## config.mk

```make
export PLATFORM = sky130hd
export DESIGN_NAME = sdpp_top
export DESIGN_NICKNAME = d
export VERILOG_FILES = /design/src/rtl/sdpp_pkg.sv /design/src/rtl/sdpp_sync.sv /design/src/rtl/sdpp_top.sv
export SDC_FILE = /design/constraint.sdc
export NUM_CORES = 1
export LEC_CHECK = 0
export BUFFER_PORTS_ARGS = -buffer_cell sky130_fd_sc_hd__buf_2
export CAP_MARGIN = 20
export CORE_MARGIN = 2
export CORE_UTILIZATION = 57
export DETAILED_ROUTE_END_ITERATION = 7
export PLACE_DENSITY = 0.95
export SYNTH_ARGS = -nofsm -noshare
export SYNTH_HDL_FRONTEND = slang
export SYNTH_HIERARCHICAL = 1
export SYNTH_SLANG_ARGS = --single-unit
```

## constraint.sdc

```tcl
create_clock -name i_sys_clk -period 4.06 [get_ports i_sys_clk]
set_input_delay 0.812 -clock i_sys_clk [delete_from_list [all_inputs] [get_ports i_sys_clk]]
set_output_delay 0.812 -clock i_sys_clk [all_outputs]
set_load 0.01 [all_outputs]
```

## src/rtl/sdpp_pkg.sv

```systemverilog
package sdpp_pkg;

    // Divider field widths
    localparam int INT_W = 6;
    localparam int FRAC_W = 12;
    localparam int DIV_W = 3;
    localparam int RATIO_W = 6;
    localparam int FB_W = INT_W + FRAC_W;

    // Serial word: MSB first, {bank B, bank A, integer, fraction}
    localparam int SWORD_W = FB_W + 2 * DIV_W;
    localparam int SW_FRAC_LSB = 0;
    localparam int SW_INT_LSB = FRAC_W;
    localparam int SW_A_LSB = FB_W;
    localparam int SW_B_LSB = FB_W + DIV_W;

    // Pin synchroniser width: seven single pins plus the buses
    localparam int SYNC_W = 7 + INT_W + 3 * DIV_W;

    // Reset values of the divider settings
    localparam logic [INT_W-1:0] INT_RST = 6'h00;
    localparam logic [FRAC_W-1:0] FRAC_RST = 12'h000;
    localparam logic [DIV_W-1:0] OUTDIV_RST = 3'h3;
    localparam logic [DIV_W-1:0] PRE_RST = 3'h0;
    localparam logic [SWORD_W-1:0] SHIFT_RST = 24'h000000;

    // Division ratios indexed by the three-bit codes
    localparam logic [RATIO_W-1:0] PRE_RATIO [8] = '{
        6'h01, 6'h02, 6'h04, 6'h08, 6'h10, 6'h20, 6'h05, 6'h19};
    localparam logic [RATIO_W-1:0] OUT_RATIO [8] = '{
        6'h01, 6'h02, 6'h03, 6'h04, 6'h05, 6'h06, 6'h08, 6'h10};

    // Register bus
    localparam int ADDR_W = 8;
    localparam int DATA_W = 32;
    localparam logic [ADDR_W-1:0] CTRL_OFS = 8'h00;
    localparam logic [ADDR_W-1:0] STATUS_OFS = 8'h04;
    localparam logic [ADDR_W-1:0] FEEDBACK_OFS = 8'h08;
    localparam logic [ADDR_W-1:0] OUTDIV_OFS = 8'h0C;
    localparam logic [ADDR_W-1:0] RATIO_OFS = 8'h10;
    localparam logic [ADDR_W-1:0] SHIFT_OFS = 8'h14;
    localparam logic [1:0] RESP_OKAY = 2'h0;
    localparam logic [1:0] RESP_SLVERR = 2'h2;

    // Field positions inside the registers
    localparam int CTRL_RST_BIT = 0;
    localparam int ST_NLOAD_BIT = 0;
    localparam int ST_BYPASS_BIT = 1;
    localparam int ST_REFSEL_BIT = 2;
    localparam int ST_MR_BIT = 3;
    localparam int ST_DIVRST_BIT = 4;
    localparam int ST_TEST_BIT = 5;
    localparam int FBR_FRAC_LSB = 0;
    localparam int FBR_INT_LSB = 16;
    localparam int ODR_A_LSB = 0;
    localparam int ODR_B_LSB = 4;
    localparam int ODR_PRE_LSB = 8;
    localparam int RTR_A_LSB = 0;
    localparam int RTR_B_LSB = 8;
    localparam int RTR_PRE_LSB = 16;

endpackage : sdpp_pkg

```

## src/rtl/sdpp_sync.sv

```systemverilog
`timescale 1ns/10ps

module sdpp_sync #(
    parameter int WIDTH = 1
) (
    // Clock and reset
    input wire logic i_sys_clk,
    input wire logic i_rst_n,
    // Asynchronous levels in, synchronised levels out
    input wire logic [WIDTH-1:0] i_async,
    output logic [WIDTH-1:0] o_sync
);

    logic [WIDTH-1:0] meta;

    // Two flip-flop stages per bit; only the second stage is read
    genvar g;
    generate
        for (g = 0; g < WIDTH; g++) begin : g_bit
            always_ff @(posedge i_sys_clk or negedge i_rst_n) begin
                if (!i_rst_n) begin
                    meta[g] <= 1'b0;
                    o_sync[g] <= 1'b0;
                end else begin
                    meta[g] <= i_async[g];
                    o_sync[g] <= meta[g];
                end
            end
        end
    endgenerate

endmodule : sdpp_sync

```

## src/rtl/sdpp_top.sv

```systemverilog
`timescale 1ns/10ps

// Function
// - Reference select low crystal, high differential
// - Load pin governs parallel divider loading
// - Rising load pin latches integer bits
// - Fraction writable only over serial port
// - Mode pin selects PLL or bypass
// - Load low passes pins through, test low
// - Latched parallel data held until replaced
// - Serial clock rise shifts data in
// - Strobe rise copies shift register out
// - Strobe fall keeps divider values latched
// - Strobe high streams data into feedback
// - Integer bits are plain unsigned binary
// - Pre-divider code decodes to ratio
// - Output divider code decodes to ratio
// - Two independent bank divider fields
// - Master reset resets dividers, keeps values
// - Test output active serial, low parallel
module sdpp_top (
    // Clock and reset
    input wire logic i_sys_clk,
    input wire logic i_rst_n,
    // AXI4-Lite write channels
    input wire logic [sdpp_pkg::ADDR_W-1:0] i_s_axi_awaddr,
    input wire logic i_s_axi_awvalid,
    output logic o_s_axi_awready,
    input wire logic [sdpp_pkg::DATA_W-1:0] i_s_axi_wdata,
    input wire logic [3:0] i_s_axi_wstrb,
    input wire logic i_s_axi_wvalid,
    output logic o_s_axi_wready,
    output logic [1:0] o_s_axi_bresp,
    output logic o_s_axi_bvalid,
    input wire logic i_s_axi_bready,
    // AXI4-Lite read channels
    input wire logic [sdpp_pkg::ADDR_W-1:0] i_s_axi_araddr,
    input wire logic i_s_axi_arvalid,
    output logic o_s_axi_arready,
    output logic [sdpp_pkg::DATA_W-1:0] o_s_axi_rdata,
    output logic [1:0] o_s_axi_rresp,
    output logic o_s_axi_rvalid,
    input wire logic i_s_axi_rready,
    // Programming pins
    input wire logic i_parallel_load_n,
    input wire logic [sdpp_pkg::INT_W-1:0] i_feedback_int_bits,
    input wire logic [sdpp_pkg::DIV_W-1:0] i_bank_a_divider_bits,
    input wire logic [sdpp_pkg::DIV_W-1:0] i_bank_b_divider_bits,
    input wire logic [sdpp_pkg::DIV_W-1:0] i_pre_divider_bits,
    input wire logic i_serial_clock,
    input wire logic i_serial_data,
    input wire logic i_transfer_strobe,
    // Mode and reset pins
    input wire logic i_master_reset_pin,
    input wire logic i_ref_select,
    input wire logic i_pll_bypass_select,
    // Divider settings to the synthesizer core
    output logic [sdpp_pkg::INT_W-1:0] o_feedback_int,
    output logic [sdpp_pkg::FRAC_W-1:0] o_feedback_frac,
    output logic [sdpp_pkg::DIV_W-1:0] o_bank_a_div,
    output logic [sdpp_pkg::DIV_W-1:0] o_bank_b_div,
    output logic [sdpp_pkg::DIV_W-1:0] o_pre_div,
    output logic [sdpp_pkg::RATIO_W-1:0] o_bank_a_ratio,
    output logic [sdpp_pkg::RATIO_W-1:0] o_bank_b_ratio,
    output logic [sdpp_pkg::RATIO_W-1:0] o_pre_ratio,
    // Core control
    output logic o_ref_diff_select,
    output logic o_bypass_mode,
    output logic o_divider_reset,
    output logic o_test
);

    logic [sdpp_pkg::SYNC_W-1:0] sync_in;
    logic [sdpp_pkg::SYNC_W-1:0] sync_out;
    logic sclk_s, sdata_s, strobe_s, nload_s, mr_s, sel_s, byp_s;
    logic [sdpp_pkg::INT_W-1:0] int_s;
    logic [sdpp_pkg::DIV_W-1:0] a_s, b_s, pre_s;
    logic sclk_q, strobe_q, nload_q;
    logic sclk_rise, strobe_rise, strobe_fall, nload_rise;

    // Every pin passes two flip-flops before use
    assign sync_in = {i_serial_clock, i_serial_data, i_transfer_strobe,
        i_parallel_load_n, i_master_reset_pin, i_ref_select,
        i_pll_bypass_select, i_feedback_int_bits, i_bank_a_divider_bits,
        i_bank_b_divider_bits, i_pre_divider_bits};

    sdpp_sync #(.WIDTH(sdpp_pkg::SYNC_W)) u_sync (
        .i_sys_clk(i_sys_clk),
        .i_rst_n(i_rst_n),
        .i_async(sync_in),
        .o_sync(sync_out)
    );

    assign {sclk_s, sdata_s, strobe_s, nload_s, mr_s, sel_s, byp_s,
        int_s, a_s, b_s, pre_s} = sync_out;

    // Edge detection on the synchronised strobes
    always_ff @(posedge i_sys_clk or negedge i_rst_n) begin
        if (!i_rst_n) begin
            sclk_q <= 1'b0;
            strobe_q <= 1'b0;
            nload_q <= 1'b0;
        end else begin
            sclk_q <= sclk_s;
            strobe_q <= strobe_s;
            nload_q <= nload_s;
        end
    end

    assign sclk_rise = sclk_s && !sclk_q;
    assign strobe_rise = strobe_s && !strobe_q;
    assign strobe_fall = !strobe_s && strobe_q;
    assign nload_rise = nload_s && !nload_q;

    // Programming state
    logic [sdpp_pkg::SWORD_W-1:0] shift, next_shift;
    logic [sdpp_pkg::INT_W-1:0] par_int, next_par_int, next_int;
    logic [sdpp_pkg::DIV_W-1:0] par_a, par_b, par_pre;
    logic [sdpp_pkg::DIV_W-1:0] next_par_a, next_par_b, next_par_pre;
    logic [sdpp_pkg::FRAC_W-1:0] next_frac;
    logic [sdpp_pkg::DIV_W-1:0] next_a, next_b, next_pre;
    logic next_test;
    logic ctrl_rst;

    // Parallel pass-through, latching, serial shift and transfer
    always_comb begin
        logic [sdpp_pkg::FB_W-1:0] fb_word;
        fb_word = {o_feedback_int, o_feedback_frac};
        next_shift = shift;
        next_par_int = par_int;
        next_par_a = par_a;
        next_par_b = par_b;
        next_par_pre = par_pre;
        next_int = o_feedback_int;
        next_frac = o_feedback_frac;
        next_a = o_bank_a_div;
        next_b = o_bank_b_div;
        next_pre = o_pre_div;
        // Serial mode shows the shift register output on test
        next_test = nload_s ? shift[sdpp_pkg::SWORD_W-1] : 1'b0;
        // Master reset leaves every loaded value untouched
        if (!mr_s) begin
            if (!nload_s) begin
                // Pins drive the dividers directly; fraction is kept
                next_int = int_s;
                next_a = a_s;
                next_b = b_s;
                next_pre = pre_s;
            end else begin
                if (nload_rise) begin
                    next_par_int = int_s;
                    next_par_a = a_s;
                    next_par_b = b_s;
                    next_par_pre = pre_s;
                    next_int = int_s;
                    next_a = a_s;
                    next_b = b_s;
                    next_pre = pre_s;
                end
                if (!strobe_s && sclk_rise) begin
                    next_shift = {shift[sdpp_pkg::SWORD_W-2:0], sdata_s};
                end
                if (strobe_rise && !sclk_s) begin
                    // Shift word replaces the held parallel values except the pre-divider
                    next_frac = shift[sdpp_pkg::SW_FRAC_LSB +: sdpp_pkg::FRAC_W];
                    next_int = shift[sdpp_pkg::SW_INT_LSB +: sdpp_pkg::INT_W];
                    next_a = shift[sdpp_pkg::SW_A_LSB +: sdpp_pkg::DIV_W];
                    next_b = shift[sdpp_pkg::SW_B_LSB +: sdpp_pkg::DIV_W];
                end else if (strobe_fall && !sclk_s) begin
                    next_int = o_feedback_int;
                    next_a = o_bank_a_div;
                end
                if (strobe_s && sclk_rise) begin
                    // Each bit enters the feedback divider directly
                    fb_word = {fb_word[sdpp_pkg::FB_W-2:0], sdata_s};
                    next_int = fb_word[sdpp_pkg::FRAC_W +: sdpp_pkg::INT_W];
                    next_frac = fb_word[sdpp_pkg::FRAC_W-1:0];
                end
            end
        end
    end

    // Register the programming state and the decoded outputs
    always_ff @(posedge i_sys_clk or negedge i_rst_n) begin
        if (!i_rst_n) begin
            shift <= sdpp_pkg::SHIFT_RST;
            par_int <= sdpp_pkg::INT_RST;
            par_a <= sdpp_pkg::OUTDIV_RST;
            par_b <= sdpp_pkg::OUTDIV_RST;
            par_pre <= sdpp_pkg::PRE_RST;
            o_feedback_int <= sdpp_pkg::INT_RST;
            o_feedback_frac <= sdpp_pkg::FRAC_RST;
            o_bank_a_div <= sdpp_pkg::OUTDIV_RST;
            o_bank_b_div <= sdpp_pkg::OUTDIV_RST;
            o_pre_div <= sdpp_pkg::PRE_RST;
            o_bank_a_ratio <= sdpp_pkg::OUT_RATIO[sdpp_pkg::OUTDIV_RST];
            o_bank_b_ratio <= sdpp_pkg::OUT_RATIO[sdpp_pkg::OUTDIV_RST];
            o_pre_ratio <= sdpp_pkg::PRE_RATIO[sdpp_pkg::PRE_RST];
            o_test <= 1'b0;
            o_ref_diff_select <= 1'b0;
            o_bypass_mode <= 1'b0;
            o_divider_reset <= 1'b0;
        end else begin
            shift <= next_shift;
            par_int <= next_par_int;
            par_a <= next_par_a;
            par_b <= next_par_b;
            par_pre <= next_par_pre;
            o_feedback_int <= next_int;
            o_feedback_frac <= next_frac;
            o_bank_a_div <= next_a;
            o_bank_b_div <= next_b;
            o_pre_div <= next_pre;
            o_bank_a_ratio <= sdpp_pkg::OUT_RATIO[next_a];
            o_bank_b_ratio <= sdpp_pkg::OUT_RATIO[next_b];
            o_pre_ratio <= sdpp_pkg::PRE_RATIO[next_pre];
            o_test <= next_test;
            o_ref_diff_select <= sel_s;
            o_bypass_mode <= byp_s;
            o_divider_reset <= mr_s || ctrl_rst;
        end
    end

    // Register bus state
    logic aw_have, next_aw_have, w_have, next_w_have;
    logic [sdpp_pkg::ADDR_W-1:0] aw_addr, next_aw_addr;
    logic [sdpp_pkg::DATA_W-1:0] w_data, next_w_data;
    logic [3:0] w_strb, next_w_strb;
    logic next_awready, next_wready, next_bvalid, next_arready, next_rvalid;
    logic [1:0] next_bresp, next_rresp;
    logic [sdpp_pkg::DATA_W-1:0] next_rdata;
    logic next_ctrl_rst;

    // Write and read channel handling, one of each at a time
    always_comb begin
        logic [sdpp_pkg::DATA_W-1:0] rd;
        rd = '0;
        next_aw_have = aw_have;
        next_aw_addr = aw_addr;
        next_w_have = w_have;
        next_w_data = w_data;
        next_w_strb = w_strb;
        next_bvalid = o_s_axi_bvalid;
        next_bresp = o_s_axi_bresp;
        next_ctrl_rst = ctrl_rst;
        next_rvalid = o_s_axi_rvalid;
        next_rdata = o_s_axi_rdata;
        next_rresp = o_s_axi_rresp;
        if (i_s_axi_awvalid && o_s_axi_awready) begin
            next_aw_have = 1'b1;
            next_aw_addr = i_s_axi_awaddr;
        end
        if (i_s_axi_wvalid && o_s_axi_wready) begin
            next_w_have = 1'b1;
            next_w_data = i_s_axi_wdata;
            next_w_strb = i_s_axi_wstrb;
        end
        if (o_s_axi_bvalid && i_s_axi_bready) begin
            next_bvalid = 1'b0;
        end
        if (aw_have && w_have && !o_s_axi_bvalid) begin
            next_aw_have = 1'b0;
            next_w_have = 1'b0;
            next_bvalid = 1'b1;
            next_bresp = sdpp_pkg::RESP_OKAY;
            if (aw_addr == sdpp_pkg::CTRL_OFS) begin
                if (w_strb[0]) begin
                    next_ctrl_rst = w_data[sdpp_pkg::CTRL_RST_BIT];
                end
            end else if (aw_addr == sdpp_pkg::STATUS_OFS ||
                         aw_addr == sdpp_pkg::FEEDBACK_OFS ||
                         aw_addr == sdpp_pkg::OUTDIV_OFS ||
                         aw_addr == sdpp_pkg::RATIO_OFS ||
                         aw_addr == sdpp_pkg::SHIFT_OFS) begin
                next_bresp = sdpp_pkg::RESP_OKAY;
            end else begin
                next_bresp = sdpp_pkg::RESP_SLVERR;
            end
        end
        next_awready = !next_aw_have && !next_bvalid;
        next_wready = !next_w_have && !next_bvalid;
        if (o_s_axi_rvalid && i_s_axi_rready) begin
            next_rvalid = 1'b0;
        end
        if (i_s_axi_arvalid && o_s_axi_arready) begin
            next_rvalid = 1'b1;
            next_rresp = sdpp_pkg::RESP_OKAY;
            if (i_s_axi_araddr == sdpp_pkg::CTRL_OFS) begin
                rd[sdpp_pkg::CTRL_RST_BIT] = ctrl_rst;
            end else if (i_s_axi_araddr == sdpp_pkg::STATUS_OFS) begin
                rd[sdpp_pkg::ST_NLOAD_BIT] = nload_s;
                rd[sdpp_pkg::ST_BYPASS_BIT] = o_bypass_mode;
                rd[sdpp_pkg::ST_REFSEL_BIT] = o_ref_diff_select;
                rd[sdpp_pkg::ST_MR_BIT] = mr_s;
                rd[sdpp_pkg::ST_DIVRST_BIT] = o_divider_reset;
                rd[sdpp_pkg::ST_TEST_BIT] = o_test;
            end else if (i_s_axi_araddr == sdpp_pkg::FEEDBACK_OFS) begin
                rd[sdpp_pkg::FBR_FRAC_LSB +: sdpp_pkg::FRAC_W] = o_feedback_frac;
                rd[sdpp_pkg::FBR_INT_LSB +: sdpp_pkg::INT_W] = o_feedback_int;
            end else if (i_s_axi_araddr == sdpp_pkg::OUTDIV_OFS) begin
                rd[sdpp_pkg::ODR_A_LSB +: sdpp_pkg::DIV_W] = o_bank_a_div;
                rd[sdpp_pkg::ODR_B_LSB +: sdpp_pkg::DIV_W] = o_bank_b_div;
                rd[sdpp_pkg::ODR_PRE_LSB +: sdpp_pkg::DIV_W] = o_pre_div;
            end else if (i_s_axi_araddr == sdpp_pkg::RATIO_OFS) begin
                rd[sdpp_pkg::RTR_A_LSB +: sdpp_pkg::RATIO_W] = o_bank_a_ratio;
                rd[sdpp_pkg::RTR_B_LSB +: sdpp_pkg::RATIO_W] = o_bank_b_ratio;
                rd[sdpp_pkg::RTR_PRE_LSB +: sdpp_pkg::RATIO_W] = o_pre_ratio;
            end else if (i_s_axi_araddr == sdpp_pkg::SHIFT_OFS) begin
                rd[sdpp_pkg::SWORD_W-1:0] = shift;
            end else begin
                next_rresp = sdpp_pkg::RESP_SLVERR;
            end
            next_rdata = rd;
        end
        next_arready = !next_rvalid;
    end

    // Register bus flip-flops
    always_ff @(posedge i_sys_clk or negedge i_rst_n) begin
        if (!i_rst_n) begin
            aw_have <= 1'b0;
            aw_addr <= '0;
            w_have <= 1'b0;
            w_data <= '0;
            w_strb <= '0;
            ctrl_rst <= 1'b0;
            o_s_axi_awready <= 1'b0;
            o_s_axi_wready <= 1'b0;
            o_s_axi_bvalid <= 1'b0;
            o_s_axi_bresp <= sdpp_pkg::RESP_OKAY;
            o_s_axi_arready <= 1'b0;
            o_s_axi_rvalid <= 1'b0;
            o_s_axi_rdata <= '0;
            o_s_axi_rresp <= sdpp_pkg::RESP_OKAY;
        end else begin
            aw_have <= next_aw_have;
            aw_addr <= next_aw_addr;
            w_have <= next_w_have;
            w_data <= next_w_data;
            w_strb <= next_w_strb;
            ctrl_rst <= next_ctrl_rst;
            o_s_axi_awready <= next_awready;
            o_s_axi_wready <= next_wready;
            o_s_axi_bvalid <= next_bvalid;
            o_s_axi_bresp <= next_bresp;
            o_s_axi_arready <= next_arready;
            o_s_axi_rvalid <= next_rvalid;
            o_s_axi_rdata <= next_rdata;
            o_s_axi_rresp <= next_rresp;
        end
    end

    // Checks on the programming behaviour
    property p_pass_through;
        @(posedge i_sys_clk) disable iff (!i_rst_n)
        (!nload_s && !mr_s) |=> (o_feedback_int == $past(int_s)
            && o_bank_b_div == $past(b_s));
    endproperty
    a_pass_through: assert property (p_pass_through)
        else $error("pins not passed through in parallel mode");

    property p_test_low;
        @(posedge i_sys_clk) disable iff (!i_rst_n)
        !nload_s [*2] |-> !o_test;
    endproperty
    a_test_low: assert property (p_test_low)
        else $error("test output not low in parallel mode");

    property p_shift;
        @(posedge i_sys_clk) disable iff (!i_rst_n)
        (nload_s && !mr_s && !strobe_s && sclk_rise) |=>
            (shift[0] == $past(sdata_s) && shift[1] == $past(shift[0]));
    endproperty
    a_shift: assert property (p_shift)
        else $error("serial bit not shifted in");

    property p_transfer;
        @(posedge i_sys_clk) disable iff (!i_rst_n)
        (nload_s && !mr_s && strobe_rise && !sclk_s) |=>
            (o_bank_a_div == $past(shift[sdpp_pkg::SW_A_LSB +: sdpp_pkg::DIV_W])
            && o_feedback_frac == $past(shift[sdpp_pkg::FRAC_W-1:0]));
    endproperty
    a_transfer: assert property (p_transfer)
        else $error("shift word not transferred on strobe rise");

    property p_reset_keeps;
        @(posedge i_sys_clk) disable iff (!i_rst_n)
        mr_s |=> ($stable(o_feedback_int) && $stable(o_bank_a_div)
            && o_divider_reset);
    endproperty
    a_reset_keeps: assert property (p_reset_keeps)
        else $error("master reset disturbed loaded values");

    property p_ratio;
        @(posedge i_sys_clk) disable iff (!i_rst_n)
        o_pre_ratio == sdpp_pkg::PRE_RATIO[o_pre_div]
            && o_bank_a_ratio == sdpp_pkg::OUT_RATIO[o_bank_a_div];
    endproperty
    a_ratio: assert property (p_ratio)
        else $error("decoded ratio does not match code");

    property p_stream;
        @(posedge i_sys_clk) disable iff (!i_rst_n)
        (nload_s && !mr_s && strobe_s && sclk_rise) |=>
            (o_feedback_frac[0] == $past(sdata_s));
    endproperty
    a_stream: assert property (p_stream)
        else $error("streamed bit missing from feedback divider");

    property p_hold;
        @(posedge i_sys_clk) disable iff (!i_rst_n)
        (nload_s && !nload_rise && !strobe_rise && !sclk_rise) |=>
            $stable(o_bank_b_div) ##1 (!nload_s || $stable(o_pre_div));
    endproperty
    a_hold: assert property (p_hold)
        else $error("held parallel data changed");

    property p_latch;
        @(posedge i_sys_clk) disable iff (!i_rst_n)
        (nload_rise && !mr_s && !strobe_rise && !(strobe_s && sclk_rise))
            |=> (par_int == $past(int_s) && o_feedback_int == par_int);
    endproperty
    a_latch: assert property (p_latch)
        else $error("integer bits not latched on load rise");

    property p_mode;
        @(posedge i_sys_clk) disable iff (!i_rst_n)
        ##1 (o_bypass_mode == $past(byp_s)
            && o_ref_diff_select == $past(sel_s));
    endproperty
    a_mode: assert property (p_mode)
        else $error("mode or reference select not followed");

endmodule : sdpp_top

```

==> flow_summary.html, run 1 <==
<table>
<tr><th>Metric</th><th>Value</th></tr>
<tr><th colspan="2">Global routing</th></tr>
<tr><td>Total track usage</td><td>about 26%</td></tr>
<tr><td>Pin count of the biggest net entering global routing</td><td>95</td></tr>
<tr><td>Vias in the first global route</td><td>4916</td></tr>
<tr><td>Number of antenna violations at the first check in global routing</td><td>0</td></tr>
<tr><td>Wire length of the first global-routing pass</td><td>25120 um</td></tr>
<tr><td>Overflow left after global routing</td><td>0</td></tr>
<tr><th colspan="2">Power and ir drop</th></tr>
<tr><td>Areal power density over the cells</td><td>513.2 mW/mm^2</td></tr>
<tr><td>Cell Int Power</td><td>2994 uW</td></tr>
<tr><td>Proportion of total power due to net switching</td><td>26.75%</td></tr>
<tr><td>Switching pwr</td><td>1093 uW</td></tr>
<tr><td>Part of the power in the clock network</td><td>between 30% and 40%</td></tr>
<tr><td>Total Power Consumption</td><td>4087 uW</td></tr>
<tr><td>Peak ir drop on the vdd network</td><td>0.3326 mV</td></tr>
<tr><td>Register share of total power</td><td>about 48%</td></tr>
<tr><td>Leakage power</td><td>slightly below 0.004 uW</td></tr>
<tr><td>Combinational fraction of design power</td><td>13.3%</td></tr>
<tr><th colspan="2">Detailed routing</th></tr>
<tr><td>First-pass detailed-route iteration total</td><td>8</td></tr>
<tr><td>Routed wire per std cell</td><td>18.70 um</td></tr>
<tr><td>Number of remaining DRC errors</td><td>0</td></tr>
<tr><td>Number of DRC markers in iteration 0</td><td>approximately 320</td></tr>
<tr><td>Post-DR vias/cell</td><td>5.815</td></tr>
<tr><td>Aggregate routed wire length</td><td>15460 um</td></tr>
<tr><td>Remaining antenna violation count</td><td>0</td></tr>
<tr><td>Total via count in the routed design</td><td>4809</td></tr>
<tr><th colspan="2">Hold path</th></tr>
<tr><td>Worst hold path stage count</td><td>0</td></tr>
<tr><td>Worst min-delay path class</td><td>reg -&gt; reg</td></tr>
<tr><td>Min-delay src</td><td>u_sync/meta[1]</td></tr>
<tr><td>Hold Path End</td><td>u_sync/o_sync[1]</td></tr>
<tr><th colspan="2">STA</th></tr>
<tr><td>Slew Limit Headroom</td><td>a little under two fifths</td></tr>
<tr><td>Worst-margin pin slew</td><td>0.9291 ns</td></tr>
<tr><td>Unrepaired setup endpoints after global routing</td><td>no</td></tr>
<tr><td>Setup tns final</td><td>0 ns</td></tr>
<tr><td>Highest clock rate</td><td>0.3470 GHz</td></tr>
<tr><td>Setup violations, final</td><td>0</td></tr>
<tr><td>Final Max Tran Viols</td><td>0</td></tr>
<tr><td>Minimum clock period</td><td>a little under 3 ns</td></tr>
<tr><td>Worst hold margin</td><td>0.3465 ns</td></tr>
<tr><td>Final Hold Violating Endpoints</td><td>0</td></tr>
<tr><td>Crit share post-route</td><td>70.99%</td></tr>
<tr><td>Setup Skew</td><td>0.006185 ns</td></tr>
<tr><th colspan="2">Yosys</th></tr>
<tr><td>Async S/R FF share, synth</td><td>between 90% and 100%</td></tr>
<tr><td>Proportion of netlist area held by the largest area contributor</td><td>between 50% and 60%</td></tr>
<tr><td>Yosys synthesis warning count</td><td>6</td></tr>
<tr><td>Area contributors post-synth</td><td>sky130_fd_sc_hd__dfrtp_1 58%, sky130_fd_sc_hd__mux2_2 7.4%, sky130_fd_sc_hd__dfstp_2 2.7%</td></tr>
<tr><td>Cell count after synthesis</td><td>approximately 550</td></tr>
<tr><td>Main synth FF type</td><td>sky130_fd_sc_hd__dfrtp_1</td></tr>
<tr><td>Post-synth EDFFs</td><td>0</td></tr>
<tr><td>Library cell occupying the most area in the post-synthesis netlist</td><td>sky130_fd_sc_hd__dfrtp_1</td></tr>
<tr><td>Post-Syn Area per Cell</td><td>12.12 sq um</td></tr>
<tr><td>Most frequent cell after synthesis</td><td>sky130_fd_sc_hd__dfrtp_1</td></tr>
<tr><td>Yosys cell types</td><td>59</td></tr>
<tr><td>Flop and latch count out of synthesis</td><td>approximately 160</td></tr>
<tr><td>Seq/Total Area, Yosys</td><td>60.61%</td></tr>
<tr><td>Cell area after technology mapping</td><td>0.006703 sq mm</td></tr>
<tr><td>Leading post-synthesis cells by instance count</td><td>155 x sky130_fd_sc_hd__dfrtp_1, 49 x sky130_fd_sc_hd__nand2_1, 44 x sky130_fd_sc_hd__mux2_2, 35 x sky130_fd_sc_hd__a21oi_1, 35 x sky130_fd_sc_hd__o21ai_0</td></tr>
<tr><th colspan="2">Final layout</th></tr>
<tr><td>Fraction of layout instances using a drive strength above 1</td><td>33.77%</td></tr>
<tr><td>Diodes inserted</td><td>0</td></tr>
<tr><td>Final layout net count</td><td>between 700 and 800</td></tr>
<tr><td>Area occupied by multi-input gates</td><td>between 0.002 and 0.0025 sq mm</td></tr>
<tr><td>Number of filler instances in the final layout</td><td>between 800 and 900</td></tr>
<tr><td>Area taken by flip-flops and latches</td><td>0.004063 sq mm</td></tr>
<tr><td>Final instance area</td><td>0.007965 sq mm</td></tr>
<tr><td>P&amp;R area growth vs syn</td><td>18.84%</td></tr>
<tr><th colspan="2">Worst setup path</th></tr>
<tr><td>Crit path kind</td><td>reg -&gt; reg</td></tr>
<tr><td>Depth of the worst register-to-register path</td><td>7</td></tr>
<tr><td>Sequence of cells on the critical path</td><td>a21oi_1 -&gt; o31ai_1 -&gt; inv_1 -&gt; a222oi_1 -&gt; inv_1 -&gt; ha_1 -&gt; mux2_2</td></tr>
<tr><td>Required time of the critical path</td><td>4.36 ns</td></tr>
<tr><td>Startpoint of the worst register-to-register path</td><td>u_sync/o_sync[18]</td></tr>
<tr><td>Worst reg-to-reg setup slack</td><td>between 1 and 1.5 ns</td></tr>
<tr><td>Slowest cell on the critical path</td><td>sky130_fd_sc_hd__dfrtp_1</td></tr>
<tr><td>Crit-path max FO</td><td>18</td></tr>
<tr><td>Kind of end point of the critical path</td><td>flop</td></tr>
<tr><td>Category of cells accounting for the largest share of critical-path delay</td><td>compound AO/OA/AOI/OAI gates</td></tr>
<tr><td>Type of origin of the critical path</td><td>flop</td></tr>
<tr><td>Arrival time at the worst endpoint</td><td>3.18 ns</td></tr>
<tr><td>Worst reg2reg path endpoint</td><td>o_bank_b_ratio[1]</td></tr>
<tr><td>Cell type with the highest occurrence count on the critical path</td><td>sky130_fd_sc_hd__inv_1</td></tr>
<tr><td>Delay of the slowest critical-path stage</td><td>0.78 ns</td></tr>
<tr><td>Total buffers and inverters traversed by the critical path</td><td>2</td></tr>
<tr><th colspan="2">Floorplan</th></tr>
<tr><td>Die H</td><td>approximately 110 um</td></tr>
<tr><td>Die extent in x</td><td>112.4 um</td></tr>
<tr><td>Number of placement rows</td><td>39</td></tr>
<tr><td>Placeable Area</td><td>0.01147 sq mm</td></tr>
<tr><td># IOs</td><td>171</td></tr>
<tr><td>Initial core utilization</td><td>58.45%</td></tr>
<tr><td>Overall die area</td><td>0.01264 sq mm</td></tr>
<tr><th colspan="2">Placed design</th></tr>
<tr><td>Number of port buffers</td><td>124</td></tr>
<tr><td>Global placer's final weighted congestion</td><td>between 0.9 and 1</td></tr>
<tr><td>DP Area</td><td>between 0.007 and 0.008 sq mm</td></tr>
<tr><td>Detailed-placement wirelength estimate</td><td>roughly 11000 um</td></tr>
<tr><th colspan="2">Flow run</th></tr>
<tr><td>Max-cap check violation count</td><td>0</td></tr>
<tr><th colspan="2">Clock network</th></tr>
<tr><td>Clock H-tree levels</td><td>4</td></tr>
<tr><td>Later-pin clock latency in the skew report</td><td>0.41 ns</td></tr>
<tr><td>Number of buffers inserted during clock tree synthesis</td><td>17</td></tr>
<tr><td>Clock-pin slew reported for the worst setup and hold paths after clock tree synthesis</td><td>0.06 ns</td></tr>
<tr><td>Number of post-CTS setup repair buffers</td><td>0</td></tr>
<tr><td>Clk Tree Root Cell</td><td>sky130_fd_sc_hd__clkbuf_16</td></tr>
<tr><td>Hold_buf cts</td><td>0</td></tr>
<tr><td>Sinks on Clock Net</td><td>162</td></tr>
<tr><td>TritonCTS clock tree</td><td>built</td></tr>
<tr><td>Cells resized by post-CTS repair</td><td>0</td></tr>
<tr><td>Deepest clock path buffer count</td><td>2</td></tr>
<tr><th colspan="2">Status</th></tr>
<tr><td>Run status</td><td>completed</td></tr>
</table>
flip-flops by register name, summed over array words and instances, names as in the netlist, 3 cells and up:
register,count
o_feedback_int,6
o_bank_b_div,3
shift,24
o_bank_a_ratio,5
aw_addr,8
o_pre_div,3
u_sync/meta,22
o_feedback_frac,12
u_sync/o_sync,22
o_bank_a_div,3
o_pre_ratio,6
o_s_axi_rdata,24
o_bank_b_ratio,5
cells by family (layout without fill, tap and decap cells):
group | after synthesis | after routing | synth area share, %
xor gates and xnor gates | 1 | 1 | 0.1307
and+or+nand+nor | 126 | 126 | 10.08
adders and majority gates | 12 | 12 | 2.240
other | 1 | 12 | 0.05595
muxes | 58 | 58 | 9.502
AOI/OAI and AO/OA | 127 | 127 | 12.54
buffers and inverters | 66 | 186 | 4.835
DFF | 162 | 162 | 60.61
worst max-delay path by stage:
stage	depth (start not counted)	endpoint	slack, ns	from
floorplan	8	o_bank_b_ratio[1]	1.75	u_sync/o_sync[19]
global placement	6	o_s_axi_rdata[20]	1.07	i_s_axi_araddr[4]
detailed placement	6	o_s_axi_rdata[19]	1.02	i_s_axi_araddr[4]
CTS	7	o_bank_b_ratio[1]	1.23	u_sync/o_sync[18]
global route	7	o_bank_b_ratio[1]	0.99	u_sync/o_sync[18]
finish	7	o_bank_b_ratio[1]	1.18	u_sync/o_sync[18]
final cells by class:
type                            instances  share of cell area, %
Multi-Input combinational cell        336                  29.59
Timing Repair Buffer                  130                  8.435
Inverter                               24                  1.131
Sequential cell                       162                  51.01
Clock inverter                         13                  1.901
Clock buffer                           19                  5.686
Tap cell                              143                  2.246
power groups by stage:
stage                     Clock (uW)  Combinational [uW]  Sequential (uW)
after floorplan                    0                 295             1970
after global placement             0                 509             1960
after detailed placement           0                 543             1970
after CTS                       1610                 550             1950
after global routing            1690                 601             1970
final                           1590                 543             1950
through the flow:
stage	worst slack [ns]	utilization [%]	instances
finish	1.178	69.46	827
CTS	1.227	69.46	827
floorplan	1.753	-	564
detailed placement	1.024	64.19	795
global placement	1.069	64.19	795
global route	0.9912	69.46	827
cell usage in the layout, fill, tap and decap left out, drive strengths merged, types with 9 or more instances in the layout:
cell type,n
dfrtp,155
buf,130
nand2,49
mux2,45
a21oi,35
o21ai,35
inv,27
clkbuf,19
nor2,16
mux2i,13
ha,12
conb,12
nor2b,9
nor3,9
layer usage:
layer  GRT usage, %  part of all wire [%]
met4          9.512                   2.1
met1          33.38                    40
met5              0                     0
met2          42.29                    51
met3          6.263                   6.7
No activity file was read; power rests on OpenSTA's default activity.
==> inputs of run 2 (changes only) <==
--- a/config.mk
+++ b/config.mk
@@ -8,9 +8,9 @@
 export BUFFER_PORTS_ARGS = -buffer_cell sky130_fd_sc_hd__buf_2
 export CAP_MARGIN = 20
 export CORE_MARGIN = 2
-export CORE_UTILIZATION = 57
+export CORE_UTILIZATION = 53
 export DETAILED_ROUTE_END_ITERATION = 7
-export PLACE_DENSITY = 0.95
+export PLACE_DENSITY = 0.92
 export SYNTH_ARGS = -nofsm -noshare
 export SYNTH_HDL_FRONTEND = slang
 export SYNTH_HIERARCHICAL = 1
==> constraint.sdc (replaced) <==
create_clock -name i_sys_clk -period 2.7 [get_ports i_sys_clk]
set_input_delay 0.54 -clock i_sys_clk [delete_from_list [all_inputs] [get_ports i_sys_clk]]
set_output_delay 0.54 -clock i_sys_clk [all_outputs]
set_load 0.01 [all_outputs]
==> flow_summary.html, run 2 (synthesis gave the netlist of run 1 again) <==
<table>
<tr><th>Metric</th><th>Value</th></tr>
<tr><th colspan="2">Clock network</th></tr>
<tr><td>TritonCTS clock tree</td><td>built</td></tr>
<tr><td>Clk Tree Root Cell</td><td>sky130_fd_sc_hd__clkbuf_16</td></tr>
<tr><td>Cells resized by post-CTS repair</td><td>0</td></tr>
<tr><td>Later-pin clock latency in the skew report</td><td>around 0.42 ns</td></tr>
<tr><td>Number of post-CTS setup repair buffers</td><td>0</td></tr>
<tr><td>Clock-pin slew reported for the worst setup and hold paths after clock tree synthesis</td><td>0.07 ns</td></tr>
<tr><td>Deepest clock path buffer count</td><td>2</td></tr>
<tr><td>Clock H-tree levels</td><td>4</td></tr>
<tr><td>Sinks on Clock Net</td><td>162</td></tr>
<tr><td>Hold_buf cts</td><td>0</td></tr>
<tr><td>Number of buffers inserted during clock tree synthesis</td><td>17</td></tr>
<tr><th colspan="2">Floorplan</th></tr>
<tr><td>Die extent in x</td><td>116.5 um</td></tr>
<tr><td>Initial core utilization</td><td>53.77%</td></tr>
<tr><td>Placeable Area</td><td>0.01247 sq mm</td></tr>
<tr><td>Overall die area</td><td>0.01356 sq mm</td></tr>
<tr><td>Die H</td><td>116.5 um</td></tr>
<tr><td># IOs</td><td>approximately 170</td></tr>
<tr><td>Number of placement rows</td><td>approximately 40</td></tr>
<tr><th colspan="2">STA</th></tr>
<tr><td>Minimum clock period</td><td>2.562 ns</td></tr>
<tr><td>Worst-margin pin slew</td><td>0.8773 ns</td></tr>
<tr><td>Final Max Tran Viols</td><td>0</td></tr>
<tr><td>Crit share post-route</td><td>94.87%</td></tr>
<tr><td>Highest clock rate</td><td>0.3904 GHz</td></tr>
<tr><td>Setup violations, final</td><td>0</td></tr>
<tr><td>Setup Skew</td><td>0.01182 ns</td></tr>
<tr><td>Slew Limit Headroom</td><td>41.51%</td></tr>
<tr><td>Unrepaired setup endpoints after global routing</td><td>no</td></tr>
<tr><td>Final Hold Violating Endpoints</td><td>0</td></tr>
<tr><td>Setup tns final</td><td>0 ns</td></tr>
<tr><th colspan="2">Flow run</th></tr>
<tr><td>Max-cap check violation count</td><td>0</td></tr>
<tr><th colspan="2">Detailed routing</th></tr>
<tr><td>Number of remaining DRC errors</td><td>0</td></tr>
<tr><td>Routed wire per std cell</td><td>18.37 um</td></tr>
<tr><td>First-pass detailed-route iteration total</td><td>7</td></tr>
<tr><td>Remaining antenna violation count</td><td>0</td></tr>
<tr><td>Total via count in the routed design</td><td>4973</td></tr>
<tr><td>Aggregate routed wire length</td><td>15910 um</td></tr>
<tr><td>Number of DRC markers in iteration 0</td><td>475</td></tr>
<tr><td>Post-DR vias/cell</td><td>5.742</td></tr>
<tr><th colspan="2">Hold path</th></tr>
<tr><td>Worst min-delay path class</td><td>in -&gt; async</td></tr>
<tr><th colspan="2">Worst setup path</th></tr>
<tr><td>Crit path kind</td><td>reg -&gt; reg</td></tr>
<tr><td>Delay of the slowest critical-path stage</td><td>0.53 ns</td></tr>
<tr><td>Crit-path max FO</td><td>13</td></tr>
<tr><td>Sequence of cells on the critical path</td><td>or3b_4 -&gt; a31oi_2 -&gt; inv_1 -&gt; a222oi_1 -&gt; inv_1 -&gt; ha_1 -&gt; mux2_2</td></tr>
<tr><td>Arrival time at the worst endpoint</td><td>about 2.9 ns</td></tr>
<tr><td>Kind of end point of the critical path</td><td>flop</td></tr>
<tr><td>Category of cells accounting for the largest share of critical-path delay</td><td>compound AO/OA/AOI/OAI gates</td></tr>
<tr><td>Type of origin of the critical path</td><td>flop</td></tr>
<tr><td>Cell type with the highest occurrence count on the critical path</td><td>sky130_fd_sc_hd__inv_1</td></tr>
<tr><td>Worst reg-to-reg setup slack</td><td>0.14 ns</td></tr>
<tr><td>Total buffers and inverters traversed by the critical path</td><td>2</td></tr>
<tr><td>Slowest cell on the critical path</td><td>sky130_fd_sc_hd__or3b_4</td></tr>
<tr><td>Required time of the critical path</td><td>3.00 ns</td></tr>
<tr><th colspan="2">Global routing</th></tr>
<tr><td>Pin count of the biggest net entering global routing</td><td>74</td></tr>
<tr><td>Overflow left after global routing</td><td>0</td></tr>
<tr><td>Total track usage</td><td>24.32%</td></tr>
<tr><td>Number of antenna violations at the first check in global routing</td><td>0</td></tr>
<tr><td>Vias in the first global route</td><td>4746</td></tr>
<tr><td>Wire length of the first global-routing pass</td><td>~25000 um</td></tr>
<tr><th colspan="2">Final layout</th></tr>
<tr><td>Regs by FF count</td><td>o_s_axi_rdata: 24 flops, shift: 24 flops</td></tr>
<tr><td>Diodes inserted</td><td>0</td></tr>
<tr><td>P&amp;R area growth vs syn</td><td>20.42%</td></tr>
<tr><td>Layout Utilization</td><td>between 60% and 70%</td></tr>
<tr><td>Final layout net count</td><td>774</td></tr>
<tr><td>Fraction of layout instances using a drive strength above 1</td><td>34.58%</td></tr>
<tr><td>Commonest non-fill, non-tap cells in the layout</td><td>155 x sky130_fd_sc_hd__dfrtp_1, 123 x sky130_fd_sc_hd__buf_2, 49 x sky130_fd_sc_hd__nand2_1, 44 x sky130_fd_sc_hd__mux2_2</td></tr>
<tr><td>Most frequent standard cell in the layout excluding fill and tap cells</td><td>sky130_fd_sc_hd__dfrtp_1</td></tr>
<tr><th colspan="2">Power and ir drop</th></tr>
<tr><td>Areal power density over the cells</td><td>about 760 mW/mm^2</td></tr>
<tr><td>Total Power Consumption</td><td>6094 uW</td></tr>
<tr><td>Leakage power</td><td>0.003989 uW</td></tr>
<tr><td>Peak ir drop on the vdd network</td><td>roughly 0.49 mV</td></tr>
<tr><th colspan="2">Placed design</th></tr>
<tr><td>Number of port buffers</td><td>124</td></tr>
<tr><td>Detailed-placement wirelength estimate</td><td>11090 um</td></tr>
<tr><td>Global placer's final weighted congestion</td><td>0.9438</td></tr>
<tr><th colspan="2">Status</th></tr>
<tr><td>Run status</td><td>completed</td></tr>
</table>
## run 2: layer usage
| layer | GRT usage (%) | up-vias | share of wire [%] |
|---|---|---|---|
| met1 | 30.85 | 2450 | 39 |
| met3 | 6.798 | 37 | 8.3 |
| li1 | - | 2183 | - |
| met4 | 9.524 | 0 | 2.6 |
| met5 | 0 | - | 0 |
| met2 | 39.96 | 303 | 50 |
## run 2: worst paths after layout
path	to	depth (start not counted)	from
setup / recovery	o_bank_b_ratio[1]	7	u_sync/o_sync[21]
hold / removal	o_s_axi_rdata[12]	1	i_rst_n
setup reg to reg	o_bank_b_ratio[1]	7	u_sync/o_sync[21]
hold reg to reg	u_sync/o_sync[15]	0	u_sync/meta[15]
max in group asynchronous	o_bank_a_ratio[2]	2	i_rst_n
min in group i_sys_clk	u_sync/meta[12]	1	i_feedback_int_bits[3]
## run 2: final cells by class
class | instances | area (sq um)
inverter | 24 | 90.09
timing repair buffer | 140 | 772.0
clock buffer | 18 | 429.2
fill | 910 | 4394
sequential | 162 | 4063
multi-input combinational | 336 | 2357
tap | 172 | 215.2
clock inverter | 14 | 145.1
## run 2: power by group
group	internal, uW	switching (uW)	total [uW]
Clock	1300	1020	2330
Sequential	2720	205	2920
Combinational	367	475	842
## run 2: metrics by stage
stage	hold WS (ns)	setup slack [ns]	area, sq um	cells
after floorplan	0.2444	0.3932	6744	564
after global placement	0.3326	0.3207	7497	834
final	0.1301	0.1384	8071	866
after CTS	0.1405	0.1815	8071	866
after global routing	0.1663	0.03976	8071	866
after detailed placement	0.3347	0.2323	7497	834
## run 2: worst register-to-register path, cell delays in order (launching register included)
cell                       delay (ns)
sky130_fd_sc_hd__dfrtp_1         0.48
sky130_fd_sc_hd__or3b_4          0.53
sky130_fd_sc_hd__a31oi_2         0.26
sky130_fd_sc_hd__inv_1           0.06
sky130_fd_sc_hd__a222oi_1        0.35
sky130_fd_sc_hd__inv_1           0.15
sky130_fd_sc_hd__ha_1            0.33
sky130_fd_sc_hd__mux2_2          0.28
==> inputs of run 3 (changes only) <==
--- a/config.mk
+++ b/config.mk
@@ -7,7 +7,6 @@
 export LEC_CHECK = 0
 export BUFFER_PORTS_ARGS = -buffer_cell sky130_fd_sc_hd__buf_2
 export CAP_MARGIN = 20
-export CORE_MARGIN = 2
 export CORE_UTILIZATION = 53
 export DETAILED_ROUTE_END_ITERATION = 7
 export PLACE_DENSITY = 0.92
==> flow_summary.html, run 3 (synthesis gave the netlist of run 1 again) <==
<table>
<tr><th>Metric</th><th>Value</th></tr>
<tr><th colspan="2">Status</th></tr>
<tr><td>Run status</td><td>completed</td></tr>
<tr><th colspan="2">Worst setup path</th></tr>
<tr><td>Arrival time at the worst endpoint</td><td>2.83 ns</td></tr>
<tr><td>Crit-path max FO</td><td>13</td></tr>
<tr><td>Startpoint of the worst register-to-register path</td><td>u_sync/o_sync[21]</td></tr>
<tr><td>Worst setup startpoint</td><td>u_sync/o_sync[21]</td></tr>
<tr><td>Kind of end point of the critical path</td><td>flop</td></tr>
<tr><td>Crit path kind</td><td>reg -&gt; reg</td></tr>
<tr><td>Required time of the critical path</td><td>3.01 ns</td></tr>
<tr><td>Type of origin of the critical path</td><td>flop</td></tr>
<tr><th colspan="2">Power and ir drop</th></tr>
<tr><td>Part of the power in the clock network</td><td>41.4%</td></tr>
<tr><td>Proportion of total power due to net switching</td><td>25.49%</td></tr>
<tr><td>Areal power density over the cells</td><td>roughly 800 mW/mm^2</td></tr>
<tr><td>Cell Int Power</td><td>4780 uW</td></tr>
<tr><td>Peak ir drop on the vdd network</td><td>0.5419 mV</td></tr>
<tr><td>Leakage power</td><td>~0.004 uW</td></tr>
<tr><td>Switching pwr</td><td>1635 uW</td></tr>
<tr><td>Total Power Consumption</td><td>about 6400 uW</td></tr>
<tr><td>Register share of total power</td><td>a little under half</td></tr>
<tr><td>Combinational fraction of design power</td><td>13.0%</td></tr>
<tr><th colspan="2">STA</th></tr>
<tr><td>Slew Limit Headroom</td><td>39.37%</td></tr>
<tr><td>Worst-margin pin slew</td><td>0.9095 ns</td></tr>
<tr><td>Setup violations, final</td><td>0</td></tr>
<tr><td>Final critical-path setup slack</td><td>0.1856 ns</td></tr>
<tr><td>Final Max Tran Viols</td><td>0</td></tr>
<tr><td>Crit share post-route</td><td>93.12%</td></tr>
<tr><td>Final Hold Violating Endpoints</td><td>0</td></tr>
<tr><td>Minimum clock period</td><td>2.514 ns</td></tr>
<tr><td>Setup tns final</td><td>0 ns</td></tr>
<tr><td>Highest clock rate</td><td>between 0.3 and 0.4 GHz</td></tr>
<tr><td>Setup Skew</td><td>0.007888 ns</td></tr>
<tr><td>Unrepaired setup endpoints after global routing</td><td>no</td></tr>
<tr><th colspan="2">Clock network</th></tr>
<tr><td>Clock H-tree levels</td><td>4</td></tr>
<tr><td>Number of buffers inserted during clock tree synthesis</td><td>17</td></tr>
<tr><td>Number of post-CTS setup repair buffers</td><td>0</td></tr>
<tr><td>Deepest clock path buffer count</td><td>2</td></tr>
<tr><td>Later-pin clock latency in the skew report</td><td>0.43 ns</td></tr>
<tr><td>TritonCTS clock tree</td><td>built</td></tr>
<tr><td>Clock-pin slew reported for the worst setup and hold paths after clock tree synthesis</td><td>0.06 ns</td></tr>
<tr><td>Clk Tree Root Cell</td><td>sky130_fd_sc_hd__clkbuf_16</td></tr>
<tr><td>Sinks on Clock Net</td><td>between 150 and 200</td></tr>
<tr><th colspan="2">Detailed routing</th></tr>
<tr><td>First-pass detailed-route iteration total</td><td>5</td></tr>
<tr><td>Number of DRC markers in iteration 0</td><td>490</td></tr>
<tr><td>Routed wire per std cell</td><td>18.23 um</td></tr>
<tr><td>Number of remaining DRC errors</td><td>0</td></tr>
<tr><td>Remaining antenna violation count</td><td>0</td></tr>
<tr><td>Total via count in the routed design</td><td>4903</td></tr>
<tr><td>Post-DR vias/cell</td><td>5.688</td></tr>
<tr><td>Aggregate routed wire length</td><td>15710 um</td></tr>
<tr><th colspan="2">Global routing</th></tr>
<tr><td>Wire length of the first global-routing pass</td><td>25520 um</td></tr>
<tr><td>Overflow left after global routing</td><td>0</td></tr>
<tr><td>Pin count of the biggest net entering global routing</td><td>a little under 100</td></tr>
<tr><td>Number of antenna violations at the first check in global routing</td><td>0</td></tr>
<tr><td>Total track usage</td><td>25.94%</td></tr>
<tr><td>Vias in the first global route</td><td>a little under 5000</td></tr>
<tr><th colspan="2">Floorplan</th></tr>
<tr><td>Initial core utilization</td><td>55.11%</td></tr>
<tr><td># IOs</td><td>about 170</td></tr>
<tr><td>Placeable Area</td><td>0.01216 sq mm</td></tr>
<tr><td>Number of placement rows</td><td>40</td></tr>
<tr><td>Overall die area</td><td>about 0.013 sq mm</td></tr>
<tr><td>Die H</td><td>114.5 um</td></tr>
<tr><td>Die extent in x</td><td>114.5 um</td></tr>
<tr><th colspan="2">Final layout</th></tr>
<tr><td>Number of filler instances in the final layout</td><td>879</td></tr>
<tr><td>Diodes inserted</td><td>0</td></tr>
<tr><td>Regs by FF count</td><td>o_s_axi_rdata: 24 flops, shift: 24 flops</td></tr>
<tr><td>P&amp;R area growth vs syn</td><td>21.67%</td></tr>
<tr><td>Fraction of layout instances using a drive strength above 1</td><td>34.44%</td></tr>
<tr><td>Final instance area</td><td>0.008155 sq mm</td></tr>
<tr><td>Layout Utilization</td><td>67.06%</td></tr>
<tr><td>Most frequent standard cell in the layout excluding fill and tap cells</td><td>sky130_fd_sc_hd__dfrtp_1</td></tr>
<tr><td>Final layout net count</td><td>774</td></tr>
<tr><td>Commonest non-fill, non-tap cells in the layout</td><td>155 x sky130_fd_sc_hd__dfrtp_1, 123 x sky130_fd_sc_hd__buf_2, 49 x sky130_fd_sc_hd__nand2_1, 44 x sky130_fd_sc_hd__mux2_2</td></tr>
<tr><th colspan="2">Placed design</th></tr>
<tr><td>DP Area</td><td>0.007485 sq mm</td></tr>
<tr><td>Number of port buffers</td><td>roughly 120</td></tr>
<tr><td>Worst slack at placement</td><td>0.2497 ns</td></tr>
<tr><td>Detailed-placement wirelength estimate</td><td>11060 um</td></tr>
<tr><td>Global placer's final weighted congestion</td><td>0.9034</td></tr>
<tr><th colspan="2">Hold path</th></tr>
<tr><td>Worst min-delay path class</td><td>in -&gt; reg</td></tr>
<tr><td>Min-delay src</td><td>i_pre_divider_bits[1]</td></tr>
<tr><th colspan="2">Flow run</th></tr>
<tr><td>Max-cap check violation count</td><td>0</td></tr>
</table>
## run 3: changes by cell type in the layout (fill, tap and decap cells not counted), sizes merged
cell	delta
clkinvlp	+1
inv	-7
clkbuf	+2
buf	-1
dlygate4sd3	+1
bufinv	+4
## run 3: worst max-delay path: stages (launching register included)
cell and delay [ns]:
sky130_fd_sc_hd__dfrtp_1 0.48, sky130_fd_sc_hd__or3b_4 0.53, sky130_fd_sc_hd__or2_1 0.27, sky130_fd_sc_hd__o22a_1 0.18
sky130_fd_sc_hd__o21ai_0 0.21, sky130_fd_sc_hd__inv_1 0.17, sky130_fd_sc_hd__ha_1 0.30, sky130_fd_sc_hd__mux2_2 0.26
## run 3: per-stage QoR
step	hold slack [ns]	std cells
after CTS	0.2037	862
final	0.2114	862
after detailed placement	0.3347	829
after global placement	0.3325	829
after global routing	0.2022	862
after floorplan	0.2444	564
## run 3: what timing repair did
| item | in CTS | in global routing |
|---|---|---|
| hold buffers | 1 | 0 |
| resized for setup | 0 | 0 |
| endpoints found under the hold margin | 7 | 0 |
| setup endpoints to repair | 0 | 0 |
## run 3: layout make-up
class                           instances  area, sq um  share of cell area, %
Inverter                               24        90.09                  1.105
Clock buffer                           20        456.7                  5.600
Sequential cell                       162         4063                  49.82
Multi-Input combinational cell        336         2357                  28.90
Clock inverter                         12        203.9                  2.501
Tap cell                              168        210.2                  2.577
Timing Repair Buffer                  140        774.5                  9.497
## run 3: power groups by stage
stage / Sequential [uW] / Clock (uW) / Combinational [uW]
after floorplan: 2960 / 0 / 443
after global placement: 2950 / 0 / 784
after detailed placement: 2970 / 0 / 828
after CTS: 2930 / 2670 / 841
after global routing: 2960 / 2800 / 922
final: 2930 / 2650 / 832
## run 3: per-layer routing
| layer | vias up | share of wire, % | global-route usage (%) |
|---|---|---|---|
| met5 | - | 0 | 0 |
| met2 | 223 | 51 | 42.83 |
| met3 | 28 | 6.0 | 5.241 |
| met4 | 0 | 2.1 | 11.00 |
| met1 | 2464 | 40 | 33.55 |
| li1 | 2188 | - | - |
## run 3: path summary, 6_finish.rpt
check | slack (ns) | to | cells after the start
worst max-delay path | 0.19 | o_bank_b_ratio[1] | 7
worst min-delay path | 0.21 | u_sync/meta[1] | 1
worst max register to register | 0.19 | o_bank_b_ratio[1] | 7
worst min register to register | 0.35 | u_sync/o_sync[12] | 0
max in group asynchronous | 1.51 | o_bank_a_div[0] | 3
min in group asynchronous | 0.47 | u_sync/meta[12] | 2
